$ cat src/hw/fault_sup_pkg.sv
// Package for the drive fault supervisor: scales, codes, timing counts.
// Assumes values are signed 16-bit, 100% = 16384.
package fault_sup_pkg;
	localparam int VW = 16; // Value width
	localparam int FULL_SCALE = 16384; // 100 percent
	localparam int CLK_MHZ = 100; // mclk rate
	localparam int MS_CYC = CLK_MHZ * 1000; // Cycles per millisecond
	localparam int NOCUR_MS = 500; // No-current delay
	localparam int SEL_MS = 500; // Selection ambiguity delay
	localparam int TACHO_MS = 20; // Tacho check period
	localparam int NOCUR_CYC = NOCUR_MS * MS_CYC;
	localparam int SEL_CYC = SEL_MS * MS_CYC;
	localparam int TACHO_CYC = TACHO_MS * MS_CYC;
	localparam int TACHO_FAILS = 3; // Consecutive failed checks
	// Fixed thresholds: percentages in full-scale units, angle, current, states
	localparam logic [15:0] PCT1 = 16'h00a4; // 1 percent
	localparam logic [15:0] PCT2 = 16'h0148; // 2 percent
	localparam logic [15:0] PCT0P4 = 16'h0042; // 0.4 percent
	localparam logic [15:0] PCT0P5 = 16'h0052; // 0.5 percent
	localparam logic [15:0] OVL110 = 16'h4d71; // 110 percent squared
	localparam logic [15:0] ANGLE_165 = 16'h0a50; // 165 deg, 1/16 deg
	localparam logic [15:0] MA3 = 16'h0bb8; // 3 mA in uA
	localparam logic [3:0] RUN_MAX = 4'h2; // Running states 0..2
	localparam logic [3:0] ST_06 = 4'h6; // Analog watch bound
	// Fault indices
	localparam int F_CUR = 0, F_EMF = 1, F_FLD = 2, F_STALL = 3;
	localparam int F_NOCUR = 4, F_I2T = 5, F_OVSPD = 6, F_PWR = 7;
	localparam int F_PWROFF = 8, F_SEL = 9, F_TACHO = 10, F_BRK = 11;
	localparam int F_AIN0 = 12, F_AIN1 = 13, NF = 14;
	localparam logic [15:0] D_SET = 16'h0001, D_OPT = 16'h0002;
	localparam logic [15:0] D_RAMP = 16'h0003;
	localparam logic [15:0] D_TDEF = 16'h0001, D_TPOL = 16'h0002;
	// Diagnostic memory: three words
	typedef struct packed {
		logic [15:0] w0;
		logic [15:0] w1;
		logic [15:0] w2;
	} diag_t;
	// Configuration limits and times
	typedef struct packed {
		logic [15:0] current_dev_limit;
		logic [31:0] current_dev_time;
		logic [15:0] emf_dev_limit;
		logic [31:0] emf_dev_time;
		logic [15:0] field_dev_limit;
		logic [31:0] field_dev_time;
		logic [31:0] stall_time;
		logic [15:0] max_speed_threshold;
		logic [15:0] power_i2t_max;
		logic [15:0] tacho_emf_enable_pct;
		logic [3:0] speed_polarity_setting;
		logic [15:0] rated_converter_current;
		logic [3:0] field_weakening_config;
		logic [3:0] main_input_config;
		logic [3:0] select_input1_config;
	} cfg_t;
endpackage

$ cat src/hw/drive_fault_supervisor.sv
// Drive fault supervisor: limit and timer checks raising latched faults.
// Assumes measured values are synchronous to mclk, scaled to FULL_SCALE;
// binary select inputs arrive from pins and are synchronised here.
// Overview of operation
// - Current deviation over limit too long faults
// - EMF deviation over limit too long faults
// - EMF check off at positive field limit
// - Field deviation over limit too long faults
// - Limit, current, low speed too long: stall
// - Stability limit, no current 500 ms faults
// - Motor I2t at 110 percent level faults
// - Speed above threshold plus 0.5 percent
// - Power section I2t at maximum faults
// - Power lost with fault: store code
// - Ambiguous parameter set 0.5 s: code 1
// - Set changed during optimisation: code 2
// - Ramp sets 2 and 3 together: code 3
// - Every 20 ms check speed/EMF ratio
// - Tacho fault after three failed checks
// - Tacho check needs EMF and current
// - Tacho fault stores code, speed, EMF
// - Braking EMF fault on direction change
// - Braking fault stores angle and EMFs
// - Main input 4-20 mA below 3 mA
// - Select input 4-20 mA below 3 mA
// - Drive monitors only in running states
`timescale 1ns/1ns
module drive_fault_supervisor #(
	parameter int NOCUR_CYCLES = fault_sup_pkg::NOCUR_CYC,
	parameter int SEL_CYCLES = fault_sup_pkg::SEL_CYC,
	parameter int TACHO_CYCLES = fault_sup_pkg::TACHO_CYC
) (
	input wire logic mclk,
	input wire logic srst,
	input fault_sup_pkg::cfg_t cfg, // Limits and settings
	input wire logic [3:0] op_state, // Operating state
	input wire logic signed [15:0] cur_dev, // Current controller dev
	input wire logic signed [15:0] emf_dev, // EMF controller deviation
	input wire logic signed [15:0] fld_dev, // Field controller dev
	input wire logic field_at_pos_limit, // Field setpoint at + limit
	input wire logic torque_limit_hit, // Torque or current limit
	input wire logic [15:0] arm_current, // Armature current magnitude
	input wire logic signed [15:0] speed_actual, // Speed actual value
	input wire logic signed [15:0] speed_actual_overspeed,
	input wire logic signed [15:0] emf_actual, // EMF actual value
	input wire logic [15:0] ideal_dc_voltage, // Full-conduction voltage
	input wire logic at_stability_limit, // Angle at rectifier limit
	input wire logic [15:0] motor_i2t, // Accumulated motor I2t
	input wire logic [15:0] power_i2t, // Power section I2t
	input wire logic pwr_lost_with_fault, // Power-up flag, saved
	input wire logic [15:0] last_fault_code, // Saved code from store
	input wire logic [2:0] param_set_sel, // Sets 2,3,4 pins
	input wire logic [1:0] ramp_set_sel, // Ramp sets 2,3 pins
	input wire logic optim_run, // Optimisation run active
	input wire logic dir_change_req, // Torque direction change pulse
	input wire logic torque_free_expired, // Torque-free interval done
	input wire logic parallel_drive_cmd, // Parallel drive in use
	input wire logic parallel_ready, // Parallel drive ready
	input wire logic signed [15:0] requested_armature_current,
	input wire logic signed [15:0] calc_firing_angle, // Unlimited
	input wire logic [15:0] main_input_ua, // Main input current
	input wire logic [15:0] sel1_input_ua, // Select 1 current
	input wire logic ack, // Acknowledge pulse
	output logic [13:0] fault, // Latched faults
	output logic fault_any, // Any fault present
	output fault_sup_pkg::diag_t sel_diag, // Selection diagnostics
	output fault_sup_pkg::diag_t tacho_diag, // Tacho diagnostics
	output fault_sup_pkg::diag_t brake_diag, // Braking diagnostics
	output fault_sup_pkg::diag_t pwr_diag, // Power-loss diagnostics
	output logic [1:0] active_param_set, // Unambiguous set index
	output logic [1:0] active_ramp_set // Unambiguous ramp set
);
	import fault_sup_pkg::*;

	// Absolute value of a signed word
	function automatic logic [15:0] absv(input logic signed [15:0] v);
		absv = v[15] ? 16'(-v) : 16'(v);
	endfunction
	// Percent-of-scale threshold from reference and 1/16384 fraction
	function automatic logic [15:0] frac(input logic [15:0] ref_v,
		input logic [15:0] f);
		logic [31:0] p;
		p = 32'(ref_v) * 32'(f);
		frac = p[29:14];
	endfunction

	// Pin synchronisers for the binary selects
	// Only the second stage is read, so a metastable first stage never
	// reaches the ambiguity decode.
	logic [4:0] sel_s1_q, sel_s2_q;
	always_ff @(posedge mclk) begin
		sel_s1_q <= {ramp_set_sel, param_set_sel};
		sel_s2_q <= sel_s1_q;
	end

	// Running window for drive monitors
	wire running = (op_state <= RUN_MAX);
	wire [15:0] rated1_w = frac(cfg.rated_converter_current, PCT1);
	wire [15:0] rated2_w = frac(cfg.rated_converter_current, PCT2);
	wire [15:0] rated05_w = frac(cfg.rated_converter_current, PCT0P5);
	wire [15:0] spd_lim_w = 16'(cfg.max_speed_threshold + PCT0P5);
	wire [15:0] tacho_emf_w = frac(ideal_dc_voltage,
		16'(({16'h0, cfg.tacho_emf_enable_pct} * FULL_SCALE) / 100));

	// Conditions for timed monitors
	wire [4:0] tcond; // One bit per timed monitor
	assign tcond[0] = running && absv(cur_dev) > cfg.current_dev_limit;
	assign tcond[1] = running && !field_at_pos_limit
		&& absv(emf_dev) > cfg.emf_dev_limit;
	assign tcond[2] = running && absv(fld_dev) > cfg.field_dev_limit;
	assign tcond[3] = running && torque_limit_hit
		&& arm_current > rated1_w && absv(speed_actual) < PCT0P4;
	assign tcond[4] = running && at_stability_limit
		&& arm_current < rated1_w;
	wire [31:0] tlim [5];
	assign tlim[0] = cfg.current_dev_time;
	assign tlim[1] = cfg.emf_dev_time;
	assign tlim[2] = cfg.field_dev_time;
	assign tlim[3] = cfg.stall_time;
	assign tlim[4] = 32'(NOCUR_CYCLES);

	// Per-monitor duration counters; expire when time exceeded
	logic [31:0] tcnt_q [5];
	logic [4:0] texp;
	always_ff @(posedge mclk) begin
		for (int i = 0; i < 5; i++) begin
			if (srst || !tcond[i])
				tcnt_q[i] <= 32'h0000_0000;
			else if (tcnt_q[i] <= tlim[i])
				tcnt_q[i] <= tcnt_q[i] + 32'h0000_0001;
		end
	end
	always_comb begin
		for (int i = 0; i < 5; i++)
			texp[i] = tcond[i] && (tcnt_q[i] > tlim[i]);
	end

	// Selection ambiguity tracking
	wire [2:0] ps = sel_s2_q[2:0];
	wire [1:0] rs = sel_s2_q[4:3];
	wire ps_amb = (ps[0] & ps[1]) | (ps[0] & ps[2]) | (ps[1] & ps[2]);
	wire rs_amb = rs[0] & rs[1];
	wire [1:0] ps_idx = ps[2] ? 2'd3 : ps[1] ? 2'd2 : ps[0] ? 2'd1 : 2'd0;
	wire [1:0] rs_idx = rs[1] ? 2'd2 : rs[0] ? 2'd1 : 2'd0;
	logic [1:0] opt_set_q;
	logic optim_q;
	wire opt_chg = optim_run && optim_q && (active_param_set != opt_set_q);
	logic [31:0] ps_cnt_q, rs_cnt_q, oc_cnt_q;
	wire ps_exp = ps_amb && ps_cnt_q > 32'(SEL_CYCLES);
	wire rs_exp = rs_amb && rs_cnt_q > 32'(SEL_CYCLES);
	wire oc_exp = opt_chg && oc_cnt_q > 32'(SEL_CYCLES);

	// Selection timers and last unambiguous sets
	always_ff @(posedge mclk) begin
		if (srst) begin
			ps_cnt_q <= 32'h0000_0000;
			rs_cnt_q <= 32'h0000_0000;
			oc_cnt_q <= 32'h0000_0000;
			active_param_set <= 2'h0;
			active_ramp_set <= 2'h0;
			opt_set_q <= 2'h0;
			optim_q <= 1'b0;
		end else begin
			ps_cnt_q <= ps_amb ? ps_cnt_q + {31'h0, !ps_exp} : 32'h0;
			rs_cnt_q <= rs_amb ? rs_cnt_q + {31'h0, !rs_exp} : 32'h0;
			oc_cnt_q <= opt_chg ? oc_cnt_q + {31'h0, !oc_exp} : 32'h0;
			if (!ps_amb)
				active_param_set <= ps_idx;
			if (!rs_amb)
				active_ramp_set <= rs_idx;
			optim_q <= optim_run;
			if (optim_run && !optim_q)
				opt_set_q <= active_param_set;
		end
	end

	// Tacho check, every period while enabled
	wire [15:0] spd_pol = cfg.speed_polarity_setting[3] ?
		16'(-speed_actual) : 16'(speed_actual);
	// Ratio > 5%: speed*20 > emf, in signed arithmetic
	wire signed [21:0] spd20 = 22'($signed(spd_pol)) * 22'sd20;
	wire ratio_ok = spd20 > 22'($signed(emf_actual));
	wire tacho_en = running
		&& emf_actual > $signed({1'b0, tacho_emf_w[14:0]})
		&& arm_current > rated2_w;
	logic [31:0] tp_cnt_q;
	logic [1:0] tfail_q;
	wire tick = (tp_cnt_q == 32'(TACHO_CYCLES - 1));
	wire tacho_trip = tick && tacho_en && !ratio_ok
		&& tfail_q == 2'(TACHO_FAILS - 1);
	always_ff @(posedge mclk) begin
		if (srst) begin
			tp_cnt_q <= 32'h0000_0000;
			tfail_q <= 2'h0;
		end else begin
			tp_cnt_q <= tick ? 32'h0 : tp_cnt_q + 32'h0000_0001;
			if (tick)
				tfail_q <= (tacho_en && !ratio_ok && !tacho_trip) ?
					tfail_q + 2'h1 : 2'h0;
		end
	end

	// Braking EMF conditions on direction change
	wire brk_trip = running && dir_change_req
		&& cfg.field_weakening_config[2:0] == 3'h0
		&& torque_free_expired
		&& (!parallel_drive_cmd || parallel_ready)
		&& absv(requested_armature_current) > rated05_w
		&& calc_firing_angle > $signed(ANGLE_165);

	// Raw fault events
	wire [NF-1:0] ev; // One bit per fault source
	assign ev[F_CUR] = texp[0];
	assign ev[F_EMF] = texp[1];
	assign ev[F_FLD] = texp[2];
	assign ev[F_STALL] = texp[3];
	assign ev[F_NOCUR] = texp[4];
	assign ev[F_I2T] = running && motor_i2t >= OVL110;
	assign ev[F_OVSPD] = running
		&& $signed(speed_actual_overspeed) > $signed(spd_lim_w);
	assign ev[F_PWR] = running && power_i2t >= cfg.power_i2t_max;
	assign ev[F_PWROFF] = pwr_lost_with_fault;
	assign ev[F_SEL] = ps_exp | rs_exp | oc_exp;
	assign ev[F_TACHO] = tacho_trip;
	assign ev[F_BRK] = brk_trip;
	assign ev[F_AIN0] = op_state <= ST_06 && cfg.main_input_config[0]
		&& main_input_ua < MA3;
	assign ev[F_AIN1] = cfg.select_input1_config[0]
		&& sel1_input_ua < MA3;

	// Fault latches: set wins over acknowledge
	always_ff @(posedge mclk) begin
		if (srst)
			fault <= '0;
		else
			fault <= ev | (fault & {NF{!ack}});
	end
	assign fault_any = |fault;

	// Diagnostic words, captured on the first raising of the selection, tacho, braking and power-loss faults
	always_ff @(posedge mclk) begin
		if (srst) begin
			sel_diag <= '0;
			tacho_diag <= '0;
			brake_diag <= '0;
			pwr_diag <= '0;
		end else begin
			if (ev[F_SEL] && !fault[F_SEL])
				sel_diag.w0 <= ps_exp ? D_SET : oc_exp ? D_OPT : D_RAMP;
			if (tacho_trip && !fault[F_TACHO])
				tacho_diag <= '{w0: (spd20 < 0 && emf_actual > 0) ?
					D_TPOL : D_TDEF, w1: speed_actual, w2: emf_actual};
			if (brk_trip && !fault[F_BRK])
				brake_diag <= '{w0: calc_firing_angle, w1: emf_actual,
					w2: emf_actual};
			if (pwr_lost_with_fault && !fault[F_PWROFF])
				pwr_diag.w0 <= last_fault_code;
		end
	end

	// Assertions
	AST_CUR: assert property (@(posedge mclk) disable iff (srst)
		texp[0] |=> fault[F_CUR]) else $error("current fault missed");
	AST_EMF_SUP: assert property (@(posedge mclk) disable iff (srst)
		field_at_pos_limit && !fault[F_EMF] |=> !fault[F_EMF])
		else $error("emf not suppressed");
	AST_FLD: assert property (@(posedge mclk) disable iff (srst)
		texp[2] |=> fault[F_FLD]) else $error("field fault missed");
	AST_RUN: assert property (@(posedge mclk) disable iff (srst)
		!running |-> !ev[F_STALL] && !ev[F_TACHO])
		else $error("monitor out of state");
	AST_LATCH: assert property (@(posedge mclk) disable iff (srst)
		fault[F_OVSPD] && !ack |=> fault[F_OVSPD])
		else $error("fault dropped without ack");
	AST_OVSPD: assert property (@(posedge mclk) disable iff (srst)
		ev[F_OVSPD] |=> fault[F_OVSPD]) else $error("overspeed missed");
	AST_TACHO3: assert property (@(posedge mclk) disable iff (srst)
		tacho_trip |-> tfail_q == 2'd2) else $error("tacho early");
	AST_BRK: assert property (@(posedge mclk) disable iff (srst)
		brk_trip && !fault[F_BRK]
		|=> brake_diag.w0 == $past(calc_firing_angle))
		else $error("brake diag wrong");
	AST_STALL: assert property (@(posedge mclk) disable iff (srst)
		texp[3] |=> fault[F_STALL])
		else $error("stall fault missed");
	AST_PWR: assert property (@(posedge mclk) disable iff (srst)
		pwr_lost_with_fault |=> fault[F_PWROFF])
		else $error("power loss fault missed");
	AST_SEL_KEEP: assert property (@(posedge mclk) disable iff (srst)
		ps_amb |=> active_param_set == $past(active_param_set))
		else $error("set changed while ambiguous");
	AST_TACHO_DIAG: assert property (@(posedge mclk) disable iff (srst)
		tacho_trip && !fault[F_TACHO]
		|=> tacho_diag.w1 == $past(speed_actual))
		else $error("tacho speed not stored");
	AST_AIN: assert property (@(posedge mclk) disable iff (srst)
		ev[F_AIN0] |=> fault[F_AIN0]) else $error("main input missed");

	// Cover points for the main scenarios
	COV_TACHO: cover property (@(posedge mclk) tacho_trip);
	COV_STALL: cover property (@(posedge mclk) ev[F_STALL]);
	COV_OPT: cover property (@(posedge mclk) oc_exp);
	COV_BRK: cover property (@(posedge mclk) brk_trip);
	COV_SEL: cover property (@(posedge mclk) ps_exp);
endmodule // drive_fault_supervisor

$ cat config.mk
export PLATFORM = sky130hd
export DESIGN_NAME = drive_fault_supervisor
export DESIGN_NICKNAME = d
export VERILOG_FILES = /design/src/hw/fault_sup_pkg.sv /design/src/hw/drive_fault_supervisor.sv
export SDC_FILE = /design/constraint.sdc
export NUM_CORES = 2
export LEC_CHECK = 0
export ABC_AREA = 1
export BUFFER_PORTS_ARGS = -buffer_cell sky130_fd_sc_hd__buf_2
export CAP_MARGIN = 5
export CORE_AREA = 2 2 348 212
export CTS_BUF_LIST = sky130_fd_sc_hd__clkbuf_8 sky130_fd_sc_hd__clkbuf_16
export DETAILED_ROUTE_END_ITERATION = 8
export DIE_AREA = 0 0 350 214
export GPL_TIMING_DRIVEN = 0
export PLACE_DENSITY = 0.8
export SLEW_MARGIN = 20
export SYNTH_ARGS = -nofsm -noshare
export SYNTH_HDL_FRONTEND = slang
export SYNTH_SLANG_ARGS = --single-unit
export TNS_END_PERCENT = 50
$ cat constraint.sdc
create_clock -name mclk -period 37.1 [get_ports mclk]
set_clock_uncertainty 0.15 [all_clocks]
set_input_delay 1.855 -clock mclk [delete_from_list [all_inputs] [get_ports mclk]]
set_output_delay 1.855 -clock mclk [all_outputs]
set_load 0.03 [all_outputs]
==> out/metrics.csv <==
metric,value,unit
layout cell share with drive strength beyond 1,16.6,%
final hold viol count,0,
CP most frequent cell,nand2_1,
setup violators final,0,
Worst setup startpoint,cfg[44],
placed cell areas,47500,sq um
met3 Usage GRT,7.23,%
Compound-Gate Fraction of Synth Area,10.8,%
hold crit path type,reg2reg,
GPL Wtd Cong,1.05,
CTS clock-pin slew for the worst setup and hold paths,0.08,ns
Post-synth EDFFs,160,
Worst slew margin,10.3,%
"Largest stage delay, worst path",0.88,ns
htree depth,2,
gr busiest metal,met1,
WHS Endpoint,sel_s2_q[1]$_DFF_P_,
CP startpoint kind,input pin,
ys flop type,dfxtp_1,
Synth area leader,ha_1,
Syn Area/Cell,7.35,sq um
"delay-heaviest family, CP",simple AND/OR/NAND/NOR gates,
critical path arrival,29.34,ns
die height,214,microns
Reg2Reg Launch Point,ps_cnt_q[29]$_SDFF_PP0_,
max-cap viol count,0,
mux contribution to synthesized area,0,%
FF-to-FF End,ps_cnt_q[30]$_SDFF_PP0_,
"Worst Setup Slack, final",8.07,ns
number of global-route vias before repair,38200,
Fill cells,6057,
Synth area leaders,"ha_1 14%, dfxtp_1 11%, edfxtp_1 11%",
Netlist cell types,73,
full die area,74900,sq um
Final nets,7765,
Syn Inst Count,5811,
hold wc startpoint,sel_s1_q[1]$_DFF_P_,
CTS tree,built,
crit path time final,29.03,ns
total wire length,132,mm
Required @ worst endpoint,37.41,ns
met2 global-route usage,49.1,%
Ports,728,
vias per inst,5.46,
reg2reg setup slack,32.05,ns
status,"finished, final reports clean",
async set or reset register ratio after synthesis,0,%
hpwl dp,112,mm
Synth Area in XOR/XNOR,3.26,%
largest net degree at the start of global routing,22,
hold_buf cts,0,
GRT met1 Usage,53.2,%
reg2reg path depth,24,
row count,76,
CP max FO,11,
post-synthesis cell area,42700,sq um
core box area,71400,sq um
Clock Sinks,405,
first-pass GRT wire length,206,mm
buffers plus inverters on the worst setup path,27,
fin crit share,78.3,%
Yosys reg bits,405,
Die Width,350,microns
area share of the largest cell type after synthesis,13.8,%
Worst path slowest cell,o31ai_1,
Achievable Freq,34.4,MHz
hold depth,0,
setup bufs post-CTS,0,
Fin Setup TNS,0,ns
Simple-Gate Fraction of Synth Area,27.3,%
CP Depth,161,
RSZ-0062 raised after global routing,no,
DRC,0,
clk_lat worst skew,0.60,ns
Post-Synth Adder-Cell Area,23.3,%
final instance area,49000,sq um
Setup CP Type,in2reg,
initial antenna violation count,12,
clock buffer count from CTS,42,
initial drt markers,4023,
Area Growth Syn to Fin,14.7,%
Post-CTS Resized,0,
GRT Total Usage,34.5,%
combinational family with the most area after synthesis,simple AND/OR/NAND/NOR gates,
Pre-Repair DR Iteration Count,5,
Vias,41400,
Max Root-Sink Buffers,3,
Initial Util,59.8,%
CP Capture Type,register,
GRT Residual Overflow,0,
Clock Tree Root,clkbuf_16,
post-synthesis sequential area ratio,22.7,%
Port Buffer Count,614,
pre-CTS WS,8.20,ns
post-DR wirelength/cell,17.4,microns
Yosys Warn Count,0,
"Slew Viols, Final",0,
Slew @ Worst Pin,1.33,ns
DRT antenna net count,0,
[flip-flops by register name, indices dropped and copies added (netlist names), 14 cells and up]
| name | flops |
|---|---|
| rs_cnt_q | 32 |
| fault | 14 |
| tp_cnt_q | 32 |
| pwr_diag | 16 |
| ps_cnt_q | 32 |
| oc_cnt_q | 32 |
| brake_diag | 32 |
| tacho_diag | 34 |
| tcnt_q | 160 |
[final cells by class]
cell class                      count  area (sq um)  area share (%)
Antenna cell                        8          20.0          0.0409
Buffer                            198          1210            2.48
Clock buffer                       44          1080            2.20
Clock inverter                     34           335           0.685
Inverter                         1109          4170            8.52
Multi-Input combinational cell   4196         28000            57.2
Sequential cell                   405          9710            19.8
Tap cell                          975          1220            2.49
Timing Repair Buffer              623          3230            6.60
[worst max path at each step]
stage,to,slack [ns]
finish,tacho_diag[9]$_SDFFE_PP0P_,8.07
global route,tacho_diag[33]$_SDFFE_PP0P_,6.27
CTS,tacho_diag[9]$_SDFFE_PP0P_,8.81
detailed placement,tacho_diag[33]$_SDFFE_PP0P_,8.20
global placement,tacho_diag[33]$_SDFFE_PP0P_,8.68
floorplan,tacho_diag[33]$_SDFFE_PP0P_,14.39
[synthesized netlist by cell type (all sizes together), types with 2 or more instances]
master and n:
dfxtp 245, fa 202, clkbuf 70, nor3 156
or3 3, a21o 13, clkinv 7, inv 1102
a21boi 4, buf 128, o211ai 10, and3 10
a21oi 367, nand2 1151, ha 471, o221a 3
a221oi 9, nor3b 62, a311oi 2, a2111oi 2
o2111ai 8, xor2 99, o2111a 3, o41ai 7
nand3b 3, or2 7, nor2 569, o21bai 12
a31oi 17, xnor2 60, nand4 130, o21a 31
nand3 291, edfxtp 160, o221ai 12, a211oi 30
o31ai 8, nor4 70, o21ai 262, o22ai 3
[placed cells by master, fill, tap and decap left out, types with 12 or more instances in the layout]
master	count
o21ai_0	242
nor3_1	155
inv_2	44
nand2_1	1003
edfxtp_1	160
buf_2	621
nor2_4	14
clkbuf_1	69
nor3b_1	62
xor2_1	99
a21o_1	13
o21ai_1	19
conb_1	98
nand3_2	21
buf_4	113
a211oi_1	29
a21oi_1	362
dfxtp_1	245
nor4_1	70
nand2_2	96
nand4_1	123
a31oi_1	17
fa_1	202
nand3_1	264
nand2_4	50
clkbuf_16	42
inv_1	1063
o221ai_1	12
o21bai_1	12
o21a_1	31
xnor2_1	60
ha_1	471
nor2_1	541
[metal layers]
layer  share of wire (%)  wire [microns]
met1                  47           62500
met4                 1.9            2570
met2                  40           53100
met3                  11           13900
met5               0.039              51
[cells by family (layout without fill, tap and decap cells)]
kind of cell	Yosys count	in the layout
adder cells (fa/ha/maj)	673	673
AND/OR/NAND/NOR	2455	2455
flip-flops	405	405
AO/OA/AOI/OAI	811	811
buffers and inverters	1307	2008
other	1	106
XOR/XNOR	159	159
[per-stage QoR]
step           cells  util (%)  hold slack, ns
2_1_floorplan   5908         -           0.160
3_3_place_gp    7497      66.3           0.161
3_5_place_dp    7506      66.6           0.162
4_1_cts         7584      68.5           0.179
5_1_grt         7589      68.6           0.189
6_report        7592      68.6           0.180
Power is not shown: default switching activity piles up to over one toggle a cycle in this logic, so the estimate is an artifact.
